<file path="config.mk">
export PLATFORM = sky130hd
export DESIGN_NAME = ccs_clock_select
export DESIGN_NICKNAME = d
export VERILOG_FILES = /design/src/hdl/ccs_clk_switch.v /design/src/hdl/ccs_clock_select.v
export VERILOG_INCLUDE_DIRS = /design/src /design/src/hdl
export SDC_FILE = /design/constraint.sdc
export NUM_CORES = 1
export LEC_CHECK = 0
export BUFFER_PORTS_ARGS = -buffer_cell sky130_fd_sc_hd__buf_2
export CELL_PAD_IN_SITES_DETAIL_PLACEMENT = 0
export CELL_PAD_IN_SITES_GLOBAL_PLACEMENT = 1
export CORE_ASPECT_RATIO = 1.4
export CORE_MARGIN = 1
export CORE_UTILIZATION = 38
export CTS_CLUSTER_SIZE = 28
export DETAILED_ROUTE_END_ITERATION = 10
export HOLD_SLACK_MARGIN = 0.08
export PLACE_DENSITY = 0.78
export SYNTH_ARGS = -nofsm -noshare
export SYNTH_HDL_FRONTEND = slang
export SYNTH_SLANG_ARGS = --single-unit
</file>
<file path="constraint.sdc">
create_clock -name i_ref_clk -period 1.24 [get_ports i_ref_clk]
set_input_delay 0.124 -clock i_ref_clk [delete_from_list [all_inputs] [get_ports i_ref_clk]]
set_output_delay 0.124 -clock i_ref_clk [all_outputs]
set_load 0.01 [all_outputs]
</file>
<file path="src/hdl/ccs_defines.vh">
// Purpose: constants of the cpu/peripheral clock select block
// Assumes: 8-bit register port, byte offsets
// Notes:   definitions only
`ifndef CCS_DEFINES_VH
`define CCS_DEFINES_VH

// register offsets
`define CCS_OFS_OSC_MODE    8'h00
`define CCS_OFS_MAIN_OSC    8'h01
`define CCS_OFS_MAIN_MODE   8'h02
`define CCS_OFS_PROC_CLK    8'h03
`define CCS_OFS_INT_OSC     8'h04
`define CCS_OFS_STAB_STAT   8'h05

// oscillator mode register fields
`define CCS_B_MAIN_EXT      7
`define CCS_B_MAIN_OSC_EN   6
`define CCS_B_SUB_EXT       5
`define CCS_B_SUB_OSC_EN    4
`define CCS_B_AMP_GAIN      0
// main osc control register
`define CCS_B_MAIN_STOP     7
// main clock mode register
`define CCS_B_MAIN_SRC_SEL  2
`define CCS_B_MAIN_STAT     1
`define CCS_B_CPU_MAIN_SEL  0
// processor clock control register
`define CCS_B_CPU_ON_SUB    5
`define CCS_B_CPU_SUB_SEL   4
// internal osc mode register
`define CCS_B_LOW_STOP      1
// stabilization status register
`define CCS_B_STAB_DONE     0

// reset values
`define CCS_RST_OSC_MODE    8'h00
`define CCS_RST_MAIN_STOP   1'b1
`define CCS_RST_MAIN_MODE   2'h0
`define CCS_RST_CPU_SUB     1'b0
`define CCS_RST_LOW_STOP    1'b0

// clock mux source indices
`define CCS_SRC_HI_OSC      2'h0
`define CCS_SRC_HI_SYS      2'h1
`define CCS_SRC_SUB         2'h2
`define CCS_SRC_NONE        2'h3

`endif

</file>
<file path="src/hdl/ccs_clk_switch.v">
// Purpose: glitch-free clock multiplexer on sampled clock levels
// Assumes: source levels are sampled in the reference clock domain
// Notes:   source moves only while old and new levels are both low
`timescale 1ns/1ps
`default_nettype none

module ccs_clk_switch #(
    parameter N = 4
) (
    // clock and reset
    input  wire         i_ref_clk,
    input  wire         i_rst_n,
    // sources and selection
    input  wire [N-1:0] i_src,
    input  wire [1:0]   i_sel,
    // switched clock and active source
    output reg          o_clk,
    output reg  [1:0]   o_cur
);

    reg  [1:0] cur_nxt;

    // change source only with both clocks at a low level
    always @*
    begin
        cur_nxt = o_cur;
        if ((i_sel != o_cur) && !i_src[o_cur] && !i_src[i_sel])
            cur_nxt = i_sel;
    end

    // registered output, low on the switching cycle
    always @(posedge i_ref_clk or negedge i_rst_n)
    begin
        if (!i_rst_n)
        begin
            o_cur <= 2'h0;
            o_clk <= 1'b0;
        end
        else
        begin
            o_cur <= cur_nxt;
            o_clk <= (cur_nxt == o_cur) ? i_src[o_cur] : 1'b0;
        end
    end

endmodule // ccs_clk_switch

`default_nettype wire

</file>
<file path="src/hdl/ccs_clock_select.v">
// Purpose: cpu and peripheral clock source control
// Assumes: oscillator levels arrive synchronous to i_ref_clk
// Notes:   registers on a plain port, read data one cycle later
//
// Behaviour
// status flags: sub-flag, then main-flag decode source
// sub enable clear stops crystal and external
// software leaves subsystem before clearing its enable
// stop mode never halts subsystem oscillator
// low-speed clock never drives the cpu
// option chooses low-speed osc stoppable or not
// low-speed osc runs after reset, feeds watchdog
// stop bit 1 halts, 0 restarts low-speed
// non-stoppable option ignores low-speed stop bit
// main select 0: peripheral from internal osc
// main select 1: peripheral X1 or external
// oscillator mode bits 7..4 and 0; stop bit 7
// main select bit 2, cpu main bit 0, sub bit 4
// reset: cpu and peripheral on internal osc
// software order to reach high-speed system clock
// gain bit 1 at 10 MHz or more
// poll stabilization only for crystal main clock
// software order to reach subsystem clock
// clock switch without truncated pulses
// no sub selection changes while sub runs
//
// Implementation choices: the strobed register port and the placing of the registers.
`timescale 1ns/1ps
`default_nettype none
`include "ccs_defines.vh"

module ccs_clock_select #(
    parameter AW = 8,
    parameter DW = 8
) (
    // clock and reset
    input  wire          i_ref_clk,
    input  wire          i_nrst,
    // register port
    input  wire [AW-1:0] i_addr,
    input  wire [DW-1:0] i_wdata,
    input  wire          i_wr,
    input  wire          i_rd,
    output reg  [DW-1:0] o_rdata,
    // option settings and mode inputs
    input  wire          i_lowspeed_nostop_opt,
    input  wire          i_wdt_enable_opt,
    input  wire          i_tmh1_low_sel,
    input  wire          i_stop_mode,
    input  wire          i_main_stab_done,
    // oscillator levels
    input  wire          i_hi_osc_clk,
    input  wire          i_x1_clk,
    input  wire          i_ext_main_clk,
    input  wire          i_sub_xtal_clk,
    input  wire          i_ext_sub_clk,
    input  wire          i_low_osc_clk,
    // oscillator controls
    output reg           o_x1_osc_run,
    output reg           o_ext_main_accept,
    output reg           o_amp_gain_high,
    output reg           o_sub_xtal_run,
    output reg           o_ext_sub_accept,
    output reg           o_low_osc_run,
    // switched clocks
    output wire          o_cpu_clk,
    output wire          o_periph_clk,
    output reg           o_wdt_clk,
    output reg           o_tmh1_clk,
    // cpu clock status
    output reg           o_cpu_on_sub_flag,
    output reg           o_main_source_status_flag
);

    // reset synchroniser
    reg          rst_meta_r;
    reg          rst_sync_r;

    // software-written control bits
    reg          main_external_input_select_r;
    reg          main_osc_enable_r;
    reg          sub_external_input_select_r;
    reg          sub_osc_enable_r;
    reg          amplifier_gain_select_r;
    reg          main_osc_stop_r;
    reg          main_source_select_r;
    reg          cpu_main_clock_select_r;
    reg          cpu_subsystem_select_r;
    reg          lowspeed_osc_stop_r;

    // option caught after reset release
    reg          opt_taken_r;
    reg          lowspeed_nostop_r;

    // read path
    reg [DW-1:0] rdata_nxt;

    // derived clocks and selections
    reg          hi_sys_clk;
    reg          sub_clk;
    reg          low_run;
    reg [1:0]    cpu_sel;
    reg [1:0]    per_sel;
    wire [3:0]   src_lvls;
    wire [1:0]   cpu_cur;
    wire [1:0]   per_cur;

    // release reset through two flip-flops
    always @(posedge i_ref_clk or negedge i_nrst)
    begin
        if (!i_nrst)
        begin
            rst_meta_r <= 1'b0;
            rst_sync_r <= 1'b0;
        end
        else
        begin
            rst_meta_r <= 1'b1;
            rst_sync_r <= rst_meta_r;
        end
    end

    // register writes; reset leaves everything on internal osc
    always @(posedge i_ref_clk or negedge rst_sync_r)
    begin
        if (!rst_sync_r)
        begin
            main_external_input_select_r <= 1'b0;
            main_osc_enable_r            <= 1'b0;
            sub_external_input_select_r  <= 1'b0;
            sub_osc_enable_r             <= 1'b0;
            amplifier_gain_select_r      <= 1'b0;
            main_osc_stop_r              <= `CCS_RST_MAIN_STOP;
            main_source_select_r         <= 1'b0;
            cpu_main_clock_select_r      <= 1'b0;
            cpu_subsystem_select_r       <= `CCS_RST_CPU_SUB;
            lowspeed_osc_stop_r          <= `CCS_RST_LOW_STOP;
        end
        else if (i_wr)
        begin
            case (i_addr)
                `CCS_OFS_OSC_MODE:
                begin

                    main_external_input_select_r <=
                        i_wdata[`CCS_B_MAIN_EXT];
                    main_osc_enable_r <= i_wdata[`CCS_B_MAIN_OSC_EN];
                    sub_external_input_select_r <=
                        i_wdata[`CCS_B_SUB_EXT];
                    sub_osc_enable_r <= i_wdata[`CCS_B_SUB_OSC_EN];
                    amplifier_gain_select_r <=
                        i_wdata[`CCS_B_AMP_GAIN];
                end
                `CCS_OFS_MAIN_OSC:
                    main_osc_stop_r <= i_wdata[`CCS_B_MAIN_STOP];
                `CCS_OFS_MAIN_MODE:
                begin

                    main_source_select_r <=
                        i_wdata[`CCS_B_MAIN_SRC_SEL];
                    cpu_main_clock_select_r <=
                        i_wdata[`CCS_B_CPU_MAIN_SEL];
                end
                `CCS_OFS_PROC_CLK:
                    cpu_subsystem_select_r <=
                        i_wdata[`CCS_B_CPU_SUB_SEL];
                `CCS_OFS_INT_OSC:
                    lowspeed_osc_stop_r <=
                        i_wdata[`CCS_B_LOW_STOP];
                default:
                    lowspeed_osc_stop_r <= lowspeed_osc_stop_r;
            endcase
        end
    end

    // take the nonvolatile option once, right after release
    always @(posedge i_ref_clk or negedge rst_sync_r)
    begin
        if (!rst_sync_r)
        begin
            opt_taken_r       <= 1'b0;
            lowspeed_nostop_r <= 1'b1;
        end
        else if (!opt_taken_r)
        begin
            opt_taken_r       <= 1'b1;
            lowspeed_nostop_r <= i_lowspeed_nostop_opt;
        end
    end

    // read mux; unmapped offsets read zero
    always @*
    begin
        rdata_nxt = {DW{1'b0}};
        case (i_addr)
            `CCS_OFS_OSC_MODE:
            begin
                rdata_nxt[`CCS_B_MAIN_EXT] =
                    main_external_input_select_r;
                rdata_nxt[`CCS_B_MAIN_OSC_EN] = main_osc_enable_r;
                rdata_nxt[`CCS_B_SUB_EXT] =
                    sub_external_input_select_r;
                rdata_nxt[`CCS_B_SUB_OSC_EN] = sub_osc_enable_r;
                rdata_nxt[`CCS_B_AMP_GAIN] = amplifier_gain_select_r;
            end
            `CCS_OFS_MAIN_OSC:
                rdata_nxt[`CCS_B_MAIN_STOP] = main_osc_stop_r;
            `CCS_OFS_MAIN_MODE:
            begin
                rdata_nxt[`CCS_B_MAIN_SRC_SEL] = main_source_select_r;
                rdata_nxt[`CCS_B_MAIN_STAT] = o_main_source_status_flag;
                rdata_nxt[`CCS_B_CPU_MAIN_SEL] =
                    cpu_main_clock_select_r;
            end
            `CCS_OFS_PROC_CLK:
            begin
                rdata_nxt[`CCS_B_CPU_ON_SUB] = o_cpu_on_sub_flag;
                rdata_nxt[`CCS_B_CPU_SUB_SEL] = cpu_subsystem_select_r;
            end
            `CCS_OFS_INT_OSC:
                rdata_nxt[`CCS_B_LOW_STOP] = lowspeed_osc_stop_r;
            `CCS_OFS_STAB_STAT:
                rdata_nxt[`CCS_B_STAB_DONE] = i_main_stab_done;
            default:
                rdata_nxt = {DW{1'b0}};
        endcase
    end

    // read data stand one cycle after the strobe only
    always @(posedge i_ref_clk or negedge rst_sync_r)
    begin
        if (!rst_sync_r)
            o_rdata <= {DW{1'b0}};
        else if (i_rd)
            o_rdata <= rdata_nxt;
        else
            o_rdata <= {DW{1'b0}};
    end

    // source clocks and mux selections
    always @*
    begin
        // high-speed system clock: X1 or external main
        if (!main_osc_enable_r || main_osc_stop_r)
            hi_sys_clk = 1'b0;
        else if (main_external_input_select_r)
            hi_sys_clk = i_ext_main_clk;
        else
            hi_sys_clk = i_x1_clk;
        // subsystem clock; enable clear kills both kinds, stop mode
        // plays no part here
        if (!sub_osc_enable_r)
            sub_clk = 1'b0;
        else if (sub_external_input_select_r)
            sub_clk = i_ext_sub_clk;
        else
            sub_clk = i_sub_xtal_clk;
        // peripheral source
        per_sel = main_source_select_r ? `CCS_SRC_HI_SYS
                                       : `CCS_SRC_HI_OSC;
        // cpu source; low-speed osc is not an input of this mux
        if (cpu_subsystem_select_r)
            cpu_sel = `CCS_SRC_SUB;
        else if (main_source_select_r && cpu_main_clock_select_r)
            cpu_sel = `CCS_SRC_HI_SYS;
        else
            cpu_sel = `CCS_SRC_HI_OSC;
        // low-speed osc: option may forbid stopping it
        low_run = lowspeed_nostop_r || !lowspeed_osc_stop_r;
    end

    // source levels in mux index order
    assign src_lvls = {1'b0, sub_clk, hi_sys_clk, i_hi_osc_clk};

    // cpu clock switch
    ccs_clk_switch #(
        .N        (4)
    ) u_cpu_sw (
        .i_ref_clk(i_ref_clk),
        .i_rst_n  (rst_sync_r),
        .i_src    (src_lvls),
        .i_sel    (cpu_sel),
        .o_clk    (o_cpu_clk),
        .o_cur    (cpu_cur)
    );

    // peripheral clock switch
    ccs_clk_switch #(
        .N        (4)
    ) u_per_sw (
        .i_ref_clk(i_ref_clk),
        .i_rst_n  (rst_sync_r),
        .i_src    (src_lvls),
        .i_sel    (per_sel),
        .o_clk    (o_periph_clk),
        .o_cur    (per_cur)
    );

    // registered oscillator controls, low-speed clocks and status
    always @(posedge i_ref_clk or negedge rst_sync_r)
    begin
        if (!rst_sync_r)
        begin
            o_x1_osc_run              <= 1'b0;
            o_ext_main_accept         <= 1'b0;
            o_amp_gain_high           <= 1'b0;
            o_sub_xtal_run            <= 1'b0;
            o_ext_sub_accept          <= 1'b0;
            o_low_osc_run             <= 1'b1;
            o_wdt_clk                 <= 1'b0;
            o_tmh1_clk                <= 1'b0;
            o_cpu_on_sub_flag         <= 1'b0;
            o_main_source_status_flag <= 1'b0;
        end
        else
        begin
            o_x1_osc_run <= main_osc_enable_r && !main_osc_stop_r
                            && !main_external_input_select_r;
            o_ext_main_accept <= main_osc_enable_r && !main_osc_stop_r
                                 && main_external_input_select_r;
            o_amp_gain_high <= amplifier_gain_select_r;
            o_sub_xtal_run <= sub_osc_enable_r
                              && !sub_external_input_select_r;
            o_ext_sub_accept <= sub_osc_enable_r
                                && sub_external_input_select_r;
            o_low_osc_run <= low_run;
            o_wdt_clk <= low_run && i_wdt_enable_opt
                         && i_low_osc_clk;
            o_tmh1_clk <= low_run && i_tmh1_low_sel
                          && i_low_osc_clk;
            o_cpu_on_sub_flag <= (cpu_cur == `CCS_SRC_SUB);
            o_main_source_status_flag <=
                (cpu_cur == `CCS_SRC_HI_SYS);
        end
    end

    // stop mode and peripheral source index are not needed further
    wire unused_ok;
    assign unused_ok = i_stop_mode & per_cur[0] & per_cur[1];

endmodule // ccs_clock_select

`default_nettype wire

</file>
## Word-level counts from Yosys, hierarchy flattened

Cells that the tools add are included.

| operators by class | value |
|---|---|
| reduce and logical (&&, ||, !) cells | 31 |
| multiplexer cells | 26 |
| equality and inequality tests | 11 |
| order comparisons | 4 |

Operators by type and width:

| operator | number |
|---|---|
| $eq 8x2->1 const B | 2 |
| $eq 8x3->1 const B | 2 |
| $logic_and 1x1->1 | 14 |
| $mux 1 | 14 |
| $reduce_and 2->1 | 5 |
| $logic_not 1->1 | 9 |
| $lt 2x3->1 const B | 3 |
| $bmux 1 s2 | 4 |
| $eq 8x1->1 const B | 1 |
| $logic_not 8->1 | 1 |
| $mux 8 | 1 |
| $mux 2 | 3 |
| $eq 2x2->1 | 2 |
| $pmux 1 s2 | 2 |
| $pmux 2 s2 | 1 |
| $lt 1x3->1 const B | 1 |
| $pmux 1 s3 | 1 |
| $eq 2x1->1 const B | 1 |
| $eq 2x2->1 const B | 1 |
| $logic_or 1x1->1 | 2 |
| $ne 1x2->1 | 1 |
| $ne 2x2->1 | 1 |

| storage, ports and cells | value |
|---|---|
| bits in registers | 38 |
| input bits | 31 |
| output and inout bits | 20 |
| word-level logic and storage cells | 101 |

## Depth between registers and ports, before layout

| logic depth | value |
|---|---|
| word-level depth | 11 |
| depth in mapped cells | 5 |
| depth with buffers taken out | 5 |

## Cells and area by module

Synthesis repeated with hierarchy kept, for this count alone.

| second synthesis, totals | value |
|---|---|
| cell total of the unflattened synthesis | 134 |
| area total of the unflattened synthesis | 1665.3 um^2 |

Modules (own cells, without submodules):

| module | cells an instance | area each (um^2) | instances |
|---|---|---|---|
| ccs_clock_select | 94 | 1247.4 | 1 |
| ccs_clk_switch | 20 | 209.0 | 2 |

## Worst setup path before layout

No wires, ideal clock.

| timing | value |
|---|---|
| path kind | input -> register |
| start point | input port i_addr[3] |
| end point | register amplifier_gain_select_r |
| setup time | 125 ps |
| cell stages on the path | 4 |
| setup slack | -514 ps |
| arrival | 1629 ps |
| data required time | 1115 ps |
| cell sequence | or4_4 or2_1 nor4_4 mux2_2 |

| between the ends | value |
|---|---|
| word-level cells in the longest chain between the ends | 2 |

Ends and longest elaborated chain:

| what | RTL line | RTL |
|---|---|---|
| from (decl) | ccs_clock_select.v:40 | `input wire [AW-1:0] i_addr,` |
| $logic_not 8->1 | ccs_clock_select.v:141 | `case (i_addr)` |
| $reduce_and 2->1 (no line) | - |  |
| to (signal assigned) | ccs_clock_select.v:151 | `amplifier_gain_select_r <=` |
| to (decl) | ccs_clock_select.v:84 | `reg amplifier_gain_select_r;` |

Every way passes these cells.
A chain may end at the register's enable or synchronous reset.

## Final worst setup path

| timing | value |
|---|---|
| start point | input port i_addr[6] |
| end point | register o_rdata[5] |

| between the ends | value |
|---|---|
| word-level cells in the longest chain between the ends | 3 |
| elaborated cells on any way between the ends | 4 |

Ends and longest elaborated chain:

| what | RTL line | RTL |
|---|---|---|
| $eq 8x2->1 / $logic_not 8->1 (equally long branches) | ccs_clock_select.v:195 | `case (i_addr)` |
| $pmux 2 s2 (*) | ccs_clock_select.v:195 |  |
| $mux 8 (*) | ccs_clock_select.v:234 | `else if (i_rd)` |
| to (signal assigned) | ccs_clock_select.v:233 | `o_rdata <= {DW{1'b0}};` |
| to (signal assigned) | ccs_clock_select.v:235 | `o_rdata <= rdata_nxt;` |
| to (signal assigned) | ccs_clock_select.v:237 | `o_rdata <= {DW{1'b0}};` |
| to (decl) | ccs_clock_select.v:44 | `output reg [DW-1:0] o_rdata,` |

Every way passes the cells marked *; elsewhere a longest branch is shown, timed or not.

==> results.toml <==
[run_status]
status = "finished with violations"
violations = "design-rule violations, negative setup slack"

[global_route]
grt_max_degree = 36
antenna_found_initial = 0
grt_pass1_wl_mm = 6.513
gr-total-overflow = 0
grt_util_all_layers_pct = 18.95
grt_pass1_vias = 1458

[timing]
period_share_pct = 122.7
hold_viol_final = 0
fin_crit_ns = 1.522
rsz0062_at_grt = "true"
fmaxAchievable_mhz = 657.1
finClkSkew_ns = 0.004900
fin_setup_tns_ns = -3.858
slew_violations = 0
layout_setup_ws_ns = -0.2819
setup_viol = 20
hold_slack_ns = 0.08666

[detailed_routing]
remaining_drc_errors = 8
initialDrtViolationCount = 45
wl_per_cell_um = 14.88
drtPass1Iterations = 7
num_vias = 1366
via_per_inst = 5.155
drt_wl_total_mm = 3.944
antenna_left = 0

[synthesis]
syn_area_um2 = 1619
synth_cells = 137
ys.flop_type = "dfrtp_1"
synth_enable_flop_cells = 0
ys_top_cells_by_area = "dfrtp_1 53%, mux2_2 8.3%, dfstp_2 4.9%"
synth.yosys.seq_area_share_pct = 57.42
synth_cell_type_count = 36
synth_top_area_share_pct = 52.55
ys_ff_latch = 37
syn-mean-instance-area_um2 = 11.82
async_reset_ff_share_pct = 100.0
ys_warn_count = 0
synth_top_area_cell = "dfrtp_1"

[layout]
fin_nets = 252
regMostFlops = "o_rdata"
drive_gt1_share_pct = 52.25
largest_register_ffs = 7
final_common_cell = "buf_2"
final_cell_mix = "46 x buf_2, 33 x dfrtp_1, 18 x buf_4"
finalNonFillerCells = 265
diodes = 0
area_delta_synth_final_pct = 50.46
top_regs = "o_rdata (7), u_cpu_sw.o_cur (2), u_per_sw.o_cur (2)"

[power]
switchingPower_uw = 575.2
p_int_mw = 1.872
combPwrFrac_pct = 12.8
power_frac_seq_pct = 52.6
p_leak_nw = 1.181
ir_drop_uv = 576.1
clkPwrFrac_pct = 34.7
power_density_nw_per_um2 = 1004
power_switching_share_pct = 23.51

[setup_path]
cp_cell_sequence = "buf_6 > or4_4 > or4_4 > or3b_1 > a21boi_1"
crit_required_ns = 1.45
cp-start-kind = "primary input"
endpoint_kind = "register"
max_stage_delay_ns = 0.55
cpMaxStageDelayCell = "or4_4"
cp.arrival_ns = 1.73
cpMostUsedCell = "or4_4"
cp_max_fo = 4
crit_type = "primary input to register"

[floorplan]
dieArea_um2 = 4529
core.rowCount = 27
core_um2 = 4020
dieHeight_um = 79.23
start_util_pct = 40.27
io-pin-count = 51
die_x_um = 57.17

[flow_run]
drv_cap = 0

[place]
hpwl_mm = 2.786
io_buffers = 47
dp_cells = 246
gp_congestion = 0.8273

[clock_network]
cts.sinks = 37
cts_tree = "built"
cts_buffers = 5
clock-root-buffer = "clkbuf_8"
clkLatencyLatePin_ns = 0.29
clockBufferDepth = 2
h-tree-depth = 2
clk_pin_slew_ns = 0.07

[hold_path]
min_path_type = "primary input to register"
[synthesized netlist by cell type, types with 3 or more instances]
library cell  number
nand2_1            9
dfstp_2            3
nor2b_1            3
and3_1             3
o21ai_0            6
nand3_1            5
nor3b_1            4
mux2i_1            3
nor2_1             8
mux2_2            12
nor3_1             3
o21a_1             3
inv_1              5
dfrtp_1           34
nand2b_1           5
a31oi_1            3
[worst max-delay path, delay by kind of cell]
kind                   cells  cell delay, ns
buffers and inverters      1            0.09
AOI/OAI and AO/OA          1            0.14
and+or+nand+nor            3            1.38
[through the flow]
step / power, mW / setup WS [ns] / instance area [µm²] / utilization, %
2_1_floorplan: 1.421 / -0.4884 / 1672 / -
3_3_place_gp: 1.550 / -0.6045 / 2100 / 52.23
3_5_place_dp: 1.556 / -0.6264 / 2100 / 52.23
4_1_cts: 2.473 / -0.2775 / 2410 / 59.94
5_1_grt: 2.569 / -0.3265 / 2436 / 60.60
6_report: 2.447 / -0.2819 / 2436 / 60.60
[cell families after synthesis]
family	synth area share [%]
other	0.4639
AO/OA/AOI/OAI	8.346
buffers and inverters	1.855
multiplexers	10.20
flip-flops	57.42
AND/OR/NAND/NOR	21.72
[per-layer routing]
| metal | global-route usage (%) | part of all wire, % | up-vias |
|---|---|---|---|
| met5 | 0 | 0 | - |
| met4 | 9.756 | 2.9 | 0 |
| met3 | 4.397 | 4.1 | 12 |
| met2 | 33.88 | 54 | 40 |
| met1 | 20.50 | 39 | 661 |
| li1 | - | - | 653 |
[cell type report]
type / instances / area, µm²
Timing Repair Buffer: 78 / 513.0
Inverter: 5 / 18.77
Tap cell: 43 / 53.80
Multi-Input combinational cell: 94 / 829.5
Clock buffer: 8 / 90.09
Sequential cell: 37 / 930.9
Fill cell: 325 / 1584
[power groups by stage]
stage	combinational (mW)	clock (mW)	sequential, mW
finish	0.313	0.848	1.29
global route	0.342	0.935	1.29
CTS	0.308	0.880	1.29
detailed placement	0.250	0	1.31
global placement	0.246	0	1.30
floorplan	0.0963	0	1.33
[worst paths after layout]
check	start	end	slack [ns]	depth (start not counted)
worst max-delay path	i_addr[6]	o_rdata[5]$_DFF_PN0_	-0.28	5
worst min-delay path	i_wdata[0]	amplifier_gain_select_r$_DFFE_PN0P_	0.09	2
worst max register to register	sub_external_input_select_r$_DFFE_PN0P_	u_cpu_sw.o_cur[1]$_DFF_PN0_	-0.15	4
worst min register to register	rst_sync_r$_DFF_PN0_	o_amp_gain_high$_DFF_PN0_	0.28	1
max in group asynchronous	rst_sync_r$_DFF_PN0_	lowspeed_nostop_r$_DFFE_PN1N_	0.62	1
min in group asynchronous	i_nrst	rst_sync_r$_DFF_PN0_	0.14	2
[timing repair]
action,CTS,global route
pin swaps,9,5
buffers inserted,3,0
hold endpoints to repair,9,0
setup endpoints to repair,22,23
hold buffers,8,0
resized for setup,26,6
(Power assumes the default switching activity.)
